$ cat src/verilog/hpdm_pkg.sv
// package: register map, field positions and carriers of the port/descriptor maps
package hpdm_pkg;
    localparam int ADDR_W = 12;
    // printed offsets are word indexes; the byte address is four times each
    localparam logic [ADDR_W-1:0] IDX_CONFIG = 12'h09c;
    localparam logic [ADDR_W-1:0] IDX_PORTSC = 12'h0a0;
    localparam logic [ADDR_W-1:0] IDX_ISO_DONE = 12'h0a4;
    localparam logic [ADDR_W-1:0] IDX_ISO_SKIP = 12'h0a6;
    localparam logic [ADDR_W-1:0] IDX_ISO_LAST = 12'h0a8;
    localparam logic [ADDR_W-1:0] IDX_INT_DONE = 12'h0aa;
    localparam logic [ADDR_W-1:0] IDX_INT_SKIP = 12'h0ac;
    localparam logic [ADDR_W-1:0] IDX_INT_LAST = 12'h0ae;
    // port word and configure flag field positions
    localparam int PTC_LO = 16;
    localparam int PO_BIT = 13;
    localparam int PP_BIT = 12;
    localparam int LS_DP_BIT = 11;
    localparam int LS_DM_BIT = 10;
    localparam int PR_BIT = 8;
    localparam int SUSPENDED_FLAG_BIT = 7;
    localparam int FPR_BIT = 6;
    localparam int PED_BIT = 2;
    localparam int CONNECT_CHANGE_FLAG_BIT = 1;
    localparam int DEVICE_ATTACHED_BIT = 0;
    localparam int CF_BIT = 0;
    // reset values and the index of the last slot
    localparam logic [15:0] DONE_RESET = 16'h0000;
    localparam logic [15:0] SKIP_RESET = 16'hffff;
    localparam logic [15:0] LAST_RESET = 16'h0000;
    localparam logic [3:0] PTC_RESET = 4'h0;
    localparam logic [3:0] LAST_INDEX = 4'hf;
    // software must wait this long after a skip write before reading back
    localparam int SKIP_SETTLE_NS = 100;
    localparam int CLK_PERIOD_NS = 100;
    localparam int SKIP_SETTLE_CYC =
        (SKIP_SETTLE_NS + CLK_PERIOD_NS - 1) / CLK_PERIOD_NS;
    localparam logic [1:0] RESP_OKAY = 2'h0;
    localparam logic [1:0] RESP_SLVERR = 2'h2;
    localparam int CAT_ISO = 0;
    localparam int CAT_INT = 1;

    typedef enum logic [1:0] {SCAN_LOOK, SCAN_WAIT, SCAN_STEP} hpdm_scan_t;

    // raw port-side pins, sampled asynchronously
    typedef struct packed {
        logic dp;
        logic dm;
        logic attach;
        logic resume_k;
    } hpdm_line_t;

    // port control levels driven toward the transceiver
    typedef struct packed {
        logic [3:0] test_sel;
        logic companion_owner;
        logic power_on;
        logic bus_reset;
        logic suspend;
        logic resume_drive;
        logic enabled;
    } hpdm_port_ctl_t;

    // one descriptor request toward the transfer engine
    typedef struct packed {
        logic valid;
        logic [3:0] index;
    } hpdm_req_t;
endpackage

$ cat src/verilog/hpdm_regs.sv
// host port word, configure flag and descriptor done/skip/last maps
//
// The AXI4-Lite register port is this design's own decision.
`timescale 1ns/1ps
module hpdm_regs (
    // clock, reset, enable
    input wire logic mclk,
    input wire logic reset_n,
    input wire logic ce,
    // axi4-lite slave
    input wire logic [hpdm_pkg::ADDR_W-1:0] s_axi_awaddr,
    input wire logic s_axi_awvalid,
    output logic s_axi_awready,
    input wire logic [31:0] s_axi_wdata,
    input wire logic [3:0] s_axi_wstrb,
    input wire logic s_axi_wvalid,
    output logic s_axi_wready,
    output logic [1:0] s_axi_bresp,
    output logic s_axi_bvalid,
    input wire logic s_axi_bready,
    input wire logic [hpdm_pkg::ADDR_W-1:0] s_axi_araddr,
    input wire logic s_axi_arvalid,
    output logic s_axi_arready,
    output logic [31:0] s_axi_rdata,
    output logic [1:0] s_axi_rresp,
    output logic s_axi_rvalid,
    input wire logic s_axi_rready,
    // port pins
    input wire hpdm_pkg::hpdm_line_t line_in,
    output hpdm_pkg::hpdm_port_ctl_t port_ctl,
    // descriptor engine, index 0 iso, 1 interrupt
    input wire logic [15:0] desc_valid [2],
    input wire logic [1:0] exec_done,
    output hpdm_pkg::hpdm_req_t exec_req [2]
);
    function automatic logic [31:0] byte_addr(
        input logic [hpdm_pkg::ADDR_W-1:0] idx);
        byte_addr = {18'h00000, idx, 2'h0};
    endfunction

    function automatic logic [15:0] merge16(input logic [15:0] old,
        input logic [31:0] data, input logic [3:0] strb);
        merge16 = old;
        if (strb[0]) begin
            merge16[7:0] = data[7:0];
        end
        if (strb[1]) begin
            merge16[15:8] = data[15:8];
        end
    endfunction

    // wrap after the marked final descriptor or the last slot
    function automatic logic [3:0] next_slot(input logic [3:0] slot,
        input logic [15:0] last);
        if (last[slot] || slot == hpdm_pkg::LAST_INDEX) begin
            next_slot = 4'h0;
        end else begin
            next_slot = slot + 4'h1;
        end
    endfunction

    // pin synchronisers; stage one feeds stage two only
    hpdm_pkg::hpdm_line_t line_s1;
    hpdm_pkg::hpdm_line_t line_s2;
    always_ff @(posedge mclk or negedge reset_n) begin
        if (!reset_n) begin
            line_s1 <= '0;
            line_s2 <= '0;
        end else if (ce) begin
            line_s1 <= line_in;
            line_s2 <= line_s1;
        end
    end

    // axi write channel capture
    logic aw_held;
    logic w_held;
    logic [hpdm_pkg::ADDR_W-1:0] aw_addr;
    logic [31:0] w_data;
    logic [3:0] w_strb;
    logic wr_go;
    logic [31:0] wa;
    assign wr_go = aw_held && w_held && !s_axi_bvalid;
    assign wa = {20'h00000, aw_addr};

    always_ff @(posedge mclk or negedge reset_n) begin
        if (!reset_n) begin
            aw_held <= 1'b0;
            w_held <= 1'b0;
            aw_addr <= '0;
            w_data <= 32'h00000000;
            w_strb <= 4'h0;
            s_axi_awready <= 1'b0;
            s_axi_wready <= 1'b0;
            s_axi_bvalid <= 1'b0;
            s_axi_bresp <= hpdm_pkg::RESP_OKAY;
        end else if (ce) begin
            s_axi_awready <= !aw_held && !(s_axi_awvalid && s_axi_awready);
            s_axi_wready <= !w_held && !(s_axi_wvalid && s_axi_wready);
            if (s_axi_awvalid && s_axi_awready) begin
                aw_held <= 1'b1;
                aw_addr <= s_axi_awaddr;
            end
            if (s_axi_wvalid && s_axi_wready) begin
                w_held <= 1'b1;
                w_data <= s_axi_wdata;
                w_strb <= s_axi_wstrb;
            end
            if (wr_go) begin
                aw_held <= 1'b0;
                w_held <= 1'b0;
                s_axi_bvalid <= 1'b1;
                if (wa == byte_addr(hpdm_pkg::IDX_CONFIG) ||
                    wa == byte_addr(hpdm_pkg::IDX_PORTSC) ||
                    wa == byte_addr(hpdm_pkg::IDX_ISO_SKIP) ||
                    wa == byte_addr(hpdm_pkg::IDX_ISO_LAST) ||
                    wa == byte_addr(hpdm_pkg::IDX_INT_SKIP) ||
                    wa == byte_addr(hpdm_pkg::IDX_INT_LAST) ||
                    wa == byte_addr(hpdm_pkg::IDX_ISO_DONE) ||
                    wa == byte_addr(hpdm_pkg::IDX_INT_DONE)) begin
                    s_axi_bresp <= hpdm_pkg::RESP_OKAY;
                end else begin
                    s_axi_bresp <= hpdm_pkg::RESP_SLVERR;
                end
            end else if (s_axi_bvalid && s_axi_bready) begin
                s_axi_bvalid <= 1'b0;
            end
        end
    end

    logic wr_cfg;
    logic wr_port;
    assign wr_cfg = wr_go && wa == byte_addr(hpdm_pkg::IDX_CONFIG);
    assign wr_port = wr_go && wa == byte_addr(hpdm_pkg::IDX_PORTSC);

    // configure flag and port word state
    logic cfg_flag;
    logic cfg_prev;
    logic [3:0] test_sel;
    logic owner;
    logic power;
    logic bus_rst;
    logic suspended_flag;
    logic fpr_sw;
    logic port_active;
    logic connect_change_flag;
    logic attach_prev;
    logic attach_chg;
    assign attach_chg = line_s2.attach != attach_prev;

    always_ff @(posedge mclk or negedge reset_n) begin
        if (!reset_n) begin
            cfg_flag <= 1'b0;
            cfg_prev <= 1'b0;
        end else if (ce) begin
            cfg_prev <= cfg_flag;
            if (wr_cfg && w_strb[0]) begin
                cfg_flag <= w_data[hpdm_pkg::CF_BIT];
            end
        end
    end

    always_ff @(posedge mclk or negedge reset_n) begin
        if (!reset_n) begin
            owner <= 1'b1;
        end else if (ce) begin
            if (!cfg_flag) begin
                owner <= 1'b1;
            end else if (!cfg_prev) begin
                owner <= 1'b0;
            end else if (wr_port && w_strb[1]) begin
                owner <= w_data[hpdm_pkg::PO_BIT];
            end
        end
    end

    always_ff @(posedge mclk or negedge reset_n) begin
        if (!reset_n) begin
            test_sel <= hpdm_pkg::PTC_RESET;
            power <= 1'b0;
            bus_rst <= 1'b0;
            suspended_flag <= 1'b0;
            fpr_sw <= 1'b0;
        end else if (ce) begin
            if (wr_port && w_strb[2]) begin
                test_sel <= w_data[hpdm_pkg::PTC_LO +: 4];
            end
            if (wr_port && w_strb[1]) begin
                power <= w_data[hpdm_pkg::PP_BIT];
                bus_rst <= w_data[hpdm_pkg::PR_BIT];
            end
            if (wr_port && w_strb[0]) begin
                suspended_flag <= w_data[hpdm_pkg::SUSPENDED_FLAG_BIT] && port_active;
                fpr_sw <= w_data[hpdm_pkg::FPR_BIT];
            end else if (!port_active) begin
                suspended_flag <= 1'b0;
            end
        end
    end

    // enable follows end of bus reset on an attached port; detach disables
    always_ff @(posedge mclk or negedge reset_n) begin
        if (!reset_n) begin
            port_active <= 1'b0;
            attach_prev <= 1'b0;
        end else if (ce) begin
            attach_prev <= line_s2.attach;
            if (!line_s2.attach || !power) begin
                port_active <= 1'b0;
            end else if (wr_port && w_strb[1] && bus_rst &&
                         !w_data[hpdm_pkg::PR_BIT]) begin
                port_active <= 1'b1;
            end else if (wr_port && w_strb[0] &&
                         !w_data[hpdm_pkg::PED_BIT]) begin
                port_active <= 1'b0;
            end
        end
    end

    // write one clears; a change in the same cycle wins
    always_ff @(posedge mclk or negedge reset_n) begin
        if (!reset_n) begin
            connect_change_flag <= 1'b0;
        end else if (ce) begin
            if (attach_chg) begin
                connect_change_flag <= 1'b1;
            end else if (wr_port && w_strb[0] &&
                         w_data[hpdm_pkg::CONNECT_CHANGE_FLAG_BIT]) begin
                connect_change_flag <= 1'b0;
            end
        end
    end

    always_ff @(posedge mclk or negedge reset_n) begin
        if (!reset_n) begin
            port_ctl <= '{companion_owner: 1'b1, default: '0};
        end else if (ce) begin
            port_ctl.test_sel <= test_sel;
            port_ctl.companion_owner <= owner;
            port_ctl.power_on <= power;
            port_ctl.bus_reset <= bus_rst && power;
            port_ctl.suspend <= suspended_flag && power;
            port_ctl.resume_drive <= fpr_sw && power;
            port_ctl.enabled <= port_active;
        end
    end

    logic [31:0] port_word;
    always_comb begin
        port_word = 32'h00000000;
        port_word[hpdm_pkg::PTC_LO +: 4] = test_sel;
        port_word[hpdm_pkg::PO_BIT] = owner;
        port_word[hpdm_pkg::PP_BIT] = power;
        port_word[hpdm_pkg::LS_DP_BIT] = line_s2.dp;
        port_word[hpdm_pkg::LS_DM_BIT] = line_s2.dm;
        if (power) begin
            port_word[hpdm_pkg::PR_BIT] = bus_rst;
            port_word[hpdm_pkg::SUSPENDED_FLAG_BIT] = suspended_flag;
            port_word[hpdm_pkg::FPR_BIT] = fpr_sw || line_s2.resume_k;
            port_word[hpdm_pkg::PED_BIT] = port_active;
            port_word[hpdm_pkg::CONNECT_CHANGE_FLAG_BIT] = connect_change_flag;
            port_word[hpdm_pkg::DEVICE_ATTACHED_BIT] = line_s2.attach;
        end
    end

    // descriptor maps, per category
    logic [15:0] done_map [2];
    logic [15:0] skip_map [2];
    logic [15:0] last_map [2];
    logic [1:0] done_rd;
    logic [1:0] done_set;
    logic [3:0] slot [2];
    hpdm_pkg::hpdm_scan_t scan [2];

    always_ff @(posedge mclk or negedge reset_n) begin
        if (!reset_n) begin
            skip_map[0] <= hpdm_pkg::SKIP_RESET;
            skip_map[1] <= hpdm_pkg::SKIP_RESET;
            last_map[0] <= hpdm_pkg::LAST_RESET;
            last_map[1] <= hpdm_pkg::LAST_RESET;
        end else if (ce && wr_go) begin
            if (wa == byte_addr(hpdm_pkg::IDX_ISO_SKIP)) begin
                skip_map[0] <= merge16(skip_map[0], w_data, w_strb);
            end else if (wa == byte_addr(hpdm_pkg::IDX_INT_SKIP)) begin
                skip_map[1] <= merge16(skip_map[1], w_data, w_strb);
            end else if (wa == byte_addr(hpdm_pkg::IDX_ISO_LAST)) begin
                last_map[0] <= merge16(last_map[0], w_data, w_strb);
            end else if (wa == byte_addr(hpdm_pkg::IDX_INT_LAST)) begin
                last_map[1] <= merge16(last_map[1], w_data, w_strb);
            end
        end
    end

    // read clears; a completion in the same cycle survives the clear
    always_ff @(posedge mclk or negedge reset_n) begin
        if (!reset_n) begin
            done_map[0] <= hpdm_pkg::DONE_RESET;
            done_map[1] <= hpdm_pkg::DONE_RESET;
        end else if (ce) begin
            for (int c = 0; c < 2; c++) begin
                done_map[c] <= (done_map[c] & ~(done_rd[c] ? 16'hffff :
                    16'h0000)) | (done_set[c] ? (16'h0001 << slot[c]) :
                    16'h0000);
            end
        end
    end

    // scanner: ascending, valid and not skipped, wrap at final marker
    always_comb begin
        for (int c = 0; c < 2; c++) begin
            done_set[c] = scan[c] == hpdm_pkg::SCAN_WAIT && exec_done[c];
        end
    end

    always_ff @(posedge mclk or negedge reset_n) begin
        if (!reset_n) begin
            for (int c = 0; c < 2; c++) begin
                scan[c] <= hpdm_pkg::SCAN_LOOK;
                slot[c] <= 4'h0;
                exec_req[c] <= '0;
            end
        end else if (ce) begin
            for (int c = 0; c < 2; c++) begin
                case (scan[c])
                    hpdm_pkg::SCAN_LOOK: begin
                        if (desc_valid[c][slot[c]] &&
                            !skip_map[c][slot[c]]) begin
                            exec_req[c].valid <= 1'b1;
                            exec_req[c].index <= slot[c];
                            scan[c] <= hpdm_pkg::SCAN_WAIT;
                        end else begin
                            scan[c] <= hpdm_pkg::SCAN_STEP;
                        end
                    end
                    hpdm_pkg::SCAN_WAIT: begin
                        if (exec_done[c]) begin
                            exec_req[c].valid <= 1'b0;
                            scan[c] <= hpdm_pkg::SCAN_STEP;
                        end
                    end
                    default: begin
                        slot[c] <= next_slot(slot[c], last_map[c]);
                        scan[c] <= hpdm_pkg::SCAN_LOOK;
                    end
                endcase
            end
        end
    end

    // axi read channel
    logic rd_go;
    logic [31:0] ra;
    assign rd_go = s_axi_arvalid && s_axi_arready;
    assign ra = {20'h00000, s_axi_araddr};
    assign done_rd[0] = ce && rd_go &&
        ra == byte_addr(hpdm_pkg::IDX_ISO_DONE);
    assign done_rd[1] = ce && rd_go &&
        ra == byte_addr(hpdm_pkg::IDX_INT_DONE);

    always_ff @(posedge mclk or negedge reset_n) begin
        if (!reset_n) begin
            s_axi_arready <= 1'b0;
            s_axi_rvalid <= 1'b0;
            s_axi_rdata <= 32'h00000000;
            s_axi_rresp <= hpdm_pkg::RESP_OKAY;
        end else if (ce) begin
            s_axi_arready <= !s_axi_rvalid && !rd_go;
            if (rd_go) begin
                s_axi_rvalid <= 1'b1;
                s_axi_rresp <= hpdm_pkg::RESP_OKAY;
                if (ra == byte_addr(hpdm_pkg::IDX_CONFIG)) begin
                    s_axi_rdata <= {31'h00000000, cfg_flag};
                end else if (ra == byte_addr(hpdm_pkg::IDX_PORTSC)) begin
                    s_axi_rdata <= port_word;
                end else if (ra == byte_addr(hpdm_pkg::IDX_ISO_DONE)) begin
                    s_axi_rdata <= {16'h0000, done_map[0]};
                end else if (ra == byte_addr(hpdm_pkg::IDX_ISO_SKIP)) begin
                    s_axi_rdata <= {16'h0000, skip_map[0]};
                end else if (ra == byte_addr(hpdm_pkg::IDX_ISO_LAST)) begin
                    s_axi_rdata <= {16'h0000, last_map[0]};
                end else if (ra == byte_addr(hpdm_pkg::IDX_INT_DONE)) begin
                    s_axi_rdata <= {16'h0000, done_map[1]};
                end else if (ra == byte_addr(hpdm_pkg::IDX_INT_SKIP)) begin
                    s_axi_rdata <= {16'h0000, skip_map[1]};
                end else if (ra == byte_addr(hpdm_pkg::IDX_INT_LAST)) begin
                    s_axi_rdata <= {16'h0000, last_map[1]};
                end else begin
                    s_axi_rdata <= 32'h00000000;
                    s_axi_rresp <= hpdm_pkg::RESP_SLVERR;
                end
            end else if (s_axi_rvalid && s_axi_rready) begin
                s_axi_rvalid <= 1'b0;
            end
        end
    end

    // the output copy of the owner bit trails the register by one edge
    AST_OWNER_FORCED: assert property (@(posedge mclk)
        disable iff (!reset_n) ce && !cfg_flag |=> owner ##1
        port_ctl.companion_owner) else $error("handoff flag not forced high");
    AST_OWNER_CLEARED: assert property (@(posedge mclk)
        disable iff (!reset_n) ce && cfg_flag && !cfg_prev |=> !owner)
        else $error("handoff flag not cleared on configure");
    AST_POWER_MASK: assert property (@(posedge mclk)
        disable iff (!reset_n) !power |-> port_word[8:0] == 9'h000)
        else $error("status visible while port unpowered");
    AST_CHANGE_SET: assert property (@(posedge mclk)
        disable iff (!reset_n) ce && attach_chg |=> connect_change_flag)
        else $error("connect change not flagged");
    AST_DONE_CLEAR: assert property (@(posedge mclk)
        disable iff (!reset_n) done_rd[0] && !done_set[0] |=> done_map[0] ==
        16'h0000) else $error("completion map not cleared by read");
    AST_DONE_SET: assert property (@(posedge mclk)
        disable iff (!reset_n) ce && done_set[0] |=> done_map[0][$past(slot[0])])
        else $error("completion bit missing");
    AST_NO_SKIPPED: assert property (@(posedge mclk)
        disable iff (!reset_n) $rose(exec_req[0].valid) |->
        !skip_map[0][exec_req[0].index]) else $error("skipped descriptor issued");
    AST_WRAP: assert property (@(posedge mclk)
        disable iff (!reset_n) ce && scan[0] == hpdm_pkg::SCAN_STEP &&
        last_map[0][slot[0]] |=> slot[0] == 4'h0)
        else $error("scan did not restart after final descriptor");
    AST_BUS_RESET: assert property (@(posedge mclk)
        disable iff (!reset_n) ce && wr_port && w_strb[1] && power &&
        w_data[hpdm_pkg::PP_BIT]
        |=> ##1 port_ctl.bus_reset == $past(w_data[hpdm_pkg::PR_BIT], 2))
        else $error("bus reset drive does not follow write");
endmodule
$ cat config.mk
export PLATFORM = sky130hd
export DESIGN_NAME = hpdm_regs
export DESIGN_NICKNAME = d
export VERILOG_FILES = /design/src/verilog/hpdm_pkg.sv /design/src/verilog/hpdm_regs.sv
export SDC_FILE = /design/constraint.sdc
export NUM_CORES = 1
export LEC_CHECK = 0
export BUFFER_PORTS_ARGS = -buffer_cell sky130_fd_sc_hd__buf_2
export CORE_UTILIZATION = 35
export CTS_BUF_LIST = sky130_fd_sc_hd__clkbuf_4
export CTS_CLUSTER_SIZE = 20
export DETAILED_ROUTE_END_ITERATION = 12
export PLACE_DENSITY = 0.54
export SLEW_MARGIN = 20
export SYNTH_ARGS = -nofsm -noshare
export SYNTH_HDL_FRONTEND = slang
export SYNTH_SLANG_ARGS = --single-unit
$ cat constraint.sdc
create_clock -name mclk -period 4.85 [get_ports mclk]
set_input_delay 0.485 -clock mclk [delete_from_list [all_inputs] [get_ports mclk]]
set_output_delay 0.485 -clock mclk [all_outputs]
set_load 0.01 [all_outputs]
==> impl_metrics.tcl <==
set metrics [dict create \
    status "complete, no violations" \
    viasPerCell 5.265 \
    yosys_warnings 0 \
    antenna_left 0 \
    hold_viol 0 \
    slew_headroom_pct 35.04 \
    min_path_type "in2reg" \
    ys.flop_type "dfrtp_1" \
    areaGrowthSynthToFinish_pct 21.68 \
    dpl_cell_area_um2 11390 \
    rows 62 \
    p_clk_share_pct 29.7 \
    worstHoldPathCells 2 \
    synth-seq-cells 214 \
    antenna_found_initial 2 \
    wl_per_cell_um 20.43 \
    drt_first_iter_violations 451 \
    ir_drop_v 0.0002639 \
    cts_buffers 59 \
    nNetsFinal 1162 \
    final_area_um2 12570 \
    gp_congestion 0.8423 \
    worstReg2RegStart "slot[5]" \
    p_leak_nw 5.784 \
    met3_length_um 1726 \
    pre_cts_ws_ns 1.858 \
    yosysUniqueCellTypes 69 \
    synth_top_area_cell "dfrtp_1" \
    cts_tree "yes" \
    netlist_area_um2 10330 \
    finalClockSkew_ns 0.02455 \
    postRouteWirelength_um 30170 \
    cts_resized 0 \
    async_flop_share_pct 100.0 \
    fmax_mhz 353.9 \
    setup_tns_ns 0 \
    dr_total_vias 7776 \
    setup_viol 0 \
    met1Wirelength_um 13740 \
    hold_end "w_data[11]" \
    ys_top_cells_by_count "dfrtp_1, mux2_2, nand2_1, o21ai_0, clkbuf_1" \
    min_period_ns 2.825 \
    cp-start-kind "register" \
    insertion_delay_ns 0.68 \
    dieArea_um2 30210 \
    arrival_ns 3.38 \
    rsz0062_at_grt "no" \
    h-tree-depth 2 \
    netlist_top_cells_area "dfrtp_1, mux2_2, dfstp_2" \
    crit_chain "or3b_2 > a21oi_1 > o32ai_1 > nor4_2 > mux2_2" \
    maxCapViolCount 0 \
    synth-edff-count 0 \
    cts.path.max_buffers 3 \
    first_pass_iters 5 \
    p_seq_share_pct 48.0 \
    cp.required_ns 5.41 \
    globalRoute.totalOverflow 0 \
    crit_fanout 23 \
    fp.dieH_um 173.8 \
    cp_top_family "simple AND/OR/NAND/NOR gates" \
    power_density_nw_per_um2 455.6 \
    clock-root-buffer "clkbuf_4" \
    swShare_pct 34.08 \
    top_layer_used "met4" \
    critical_path.max_stage_delay_ns 0.73 \
    coreArea_um2 28860 \
    io_pins 167 \
    syn_inst 838 \
    drc 0 \
    internal_power_w 0.003776 \
    finalCritPeriodShare_pct 58.26 \
    p_comb_share_pct 22.2 \
    grt_max_degree 112 \
    min_from "s_axi_wdata[11]" \
    slowest_stage "dfrtp_1" \
    die_w_um 173.8 \
    synth_most_common_cell "dfrtp_1" \
    setup.worst_path.class "reg2reg" \
    initial_core_util_pct 35.80 \
    ys_seq_area_share_pct 52.25 \
    setup_ws_ns 2.025 \
    grt_pass1_wl_um 47180 \
    grt_use_total_pct 20.40 \
    reg2reg_depth 5 \
    port-buffer-count 139 \
    syn_area_per_cell_um2 12.33 \
    worstMarginPinSlew_ns 0.9743 \
    cts.reportedPaths.clkPinSlew_ns 0.06 \
    grt_pass1_vias 7900 \
    worstReg2RegEnd "exec_req[7]" \
    critical_path_buf_inv_count 0 \
    yosysTopAreaCellShare_pct 43.60 \
    dpl.hpwl_um 21380 \
    rrSetupSlack_ns 2.02 \
    wl_met2_um 13960 \
    power.switching_w 0.001952 \
    end_kind "register" \
    clock-sinks 214 \
    drive_gt1_share_pct 41.89 \
    maxSlewViolCount 0 \
]
-- cell usage in the layout (no fill, tap or decap), types with 10 or more instances in the layout --
master,Yosys,final
mux2_2,138,138
clkbuf_4,0,95
conb_1,1,14
a32o_1,12,12
mux4_2,20,20
dfstp_2,34,34
nor3_1,12,12
clkinv_1,1,10
buf_2,3,138
dlygate4sd3_1,0,38
dfrtp_1,180,180
nand2_1,69,69
nand3_1,29,29
inv_1,22,22
o21ai_0,40,40
a21oi_1,12,12
nor2_1,22,22
ha_1,12,12
buf_4,14,13
a22o_1,27,27
-- power by group through the flow --
| stage | clock (W) | combinational (W) | sequential (W) |
|---|---|---|---|
| 2_1_floorplan | 0 | 0.00101 | 0.00246 |
| 3_3_place_gp | 0 | 0.00123 | 0.00277 |
| 4_1_cts | 0.00177 | 0.00129 | 0.00275 |
| 6_report | 0.00170 | 0.00127 | 0.00275 |
| 5_1_grt | 0.00187 | 0.00141 | 0.00282 |
| 3_5_place_dp | 0 | 0.00126 | 0.00277 |
-- cell type report --
class	instances	area [µm²]
antenna	2	5.005
clock buffer	95	713.2
clock inverter	13	77.57
fill	2771	16290
inverter	23	86.33
multi-input combinational	556	4628
sequential	214	5398
tap	384	480.5
timing repair buffer	190	1182
-- sequential cells by signal, summed over array words and instances, names as in the netlist, 3 cells and up --
signal	cells
done_map	32
last_map	32
skip_map	32
s_axi_rdata	20
w_data	20
aw_addr	12
exec_req	10
port_ctl	10
slot	8
line_s1	4
line_s2	4
scan	4
test_sel	4
w_strb	3
-- metrics by stage --
stage	util, %	power [W]	hold slack, ns	std cells
global placement	39.49	0.004002	0.4636	1329
floorplan	-	0.003467	0.1894	851
finish	43.56	0.005728	0.05245	1477
global route	43.56	0.006101	0.0006242	1477
CTS	43.47	0.005801	0.0001615	1473
detailed placement	39.49	0.004036	0.4657	1329
-- worst max path at each step --
stage	startpoint	end	slack (ns)	cells past startpoint
global placement	s_axi_araddr[11]	done_map[0]	1.80	6
CTS	slot[5]	exec_req[6]	2.01	5
detailed placement	s_axi_araddr[11]	done_map[11]	1.86	6
global route	slot[5]	exec_req[6]	1.89	5
floorplan	s_axi_araddr[11]	done_map[25]	2.32	7
finish	slot[5]	exec_req[7]	2.02	5
-- cells by family (layout without fill, tap and decap cells) --
logic type,after synthesis,after routing,share of synthesized area (%)
AOI/OAI and AO/OA,149,149,10.54
DFF,214,214,52.25
muxes,175,175,21.15
adders and majority gates,12,12,1.453
other,1,16,0.03630
buffers and inverters,81,321,3.488
xor gates and xnor gates,1,1,0.08479
and+or+nand+nor,205,205,11.01
-- worst register-to-register path, cell delays in order (launching register included) --
cell     delay [ns]
dfrtp_1        0.73
or3b_2         0.61
a21oi_1        0.22
o32ai_1        0.17
nor4_2         0.59
mux2_2         0.40
-- routing by layer --
layer	vias up	global-route usage [%]
met2	251	31.08
met4	0	7.127
met3	58	4.232
met5	-	0
met1	3886	28.73
li1	3581	-
-- what timing repair did --
action	CTS	global route
hold buffers	36	2
hold endpoints to repair	131	2
setup buffers	0	0
(Power assumes the default switching activity.)
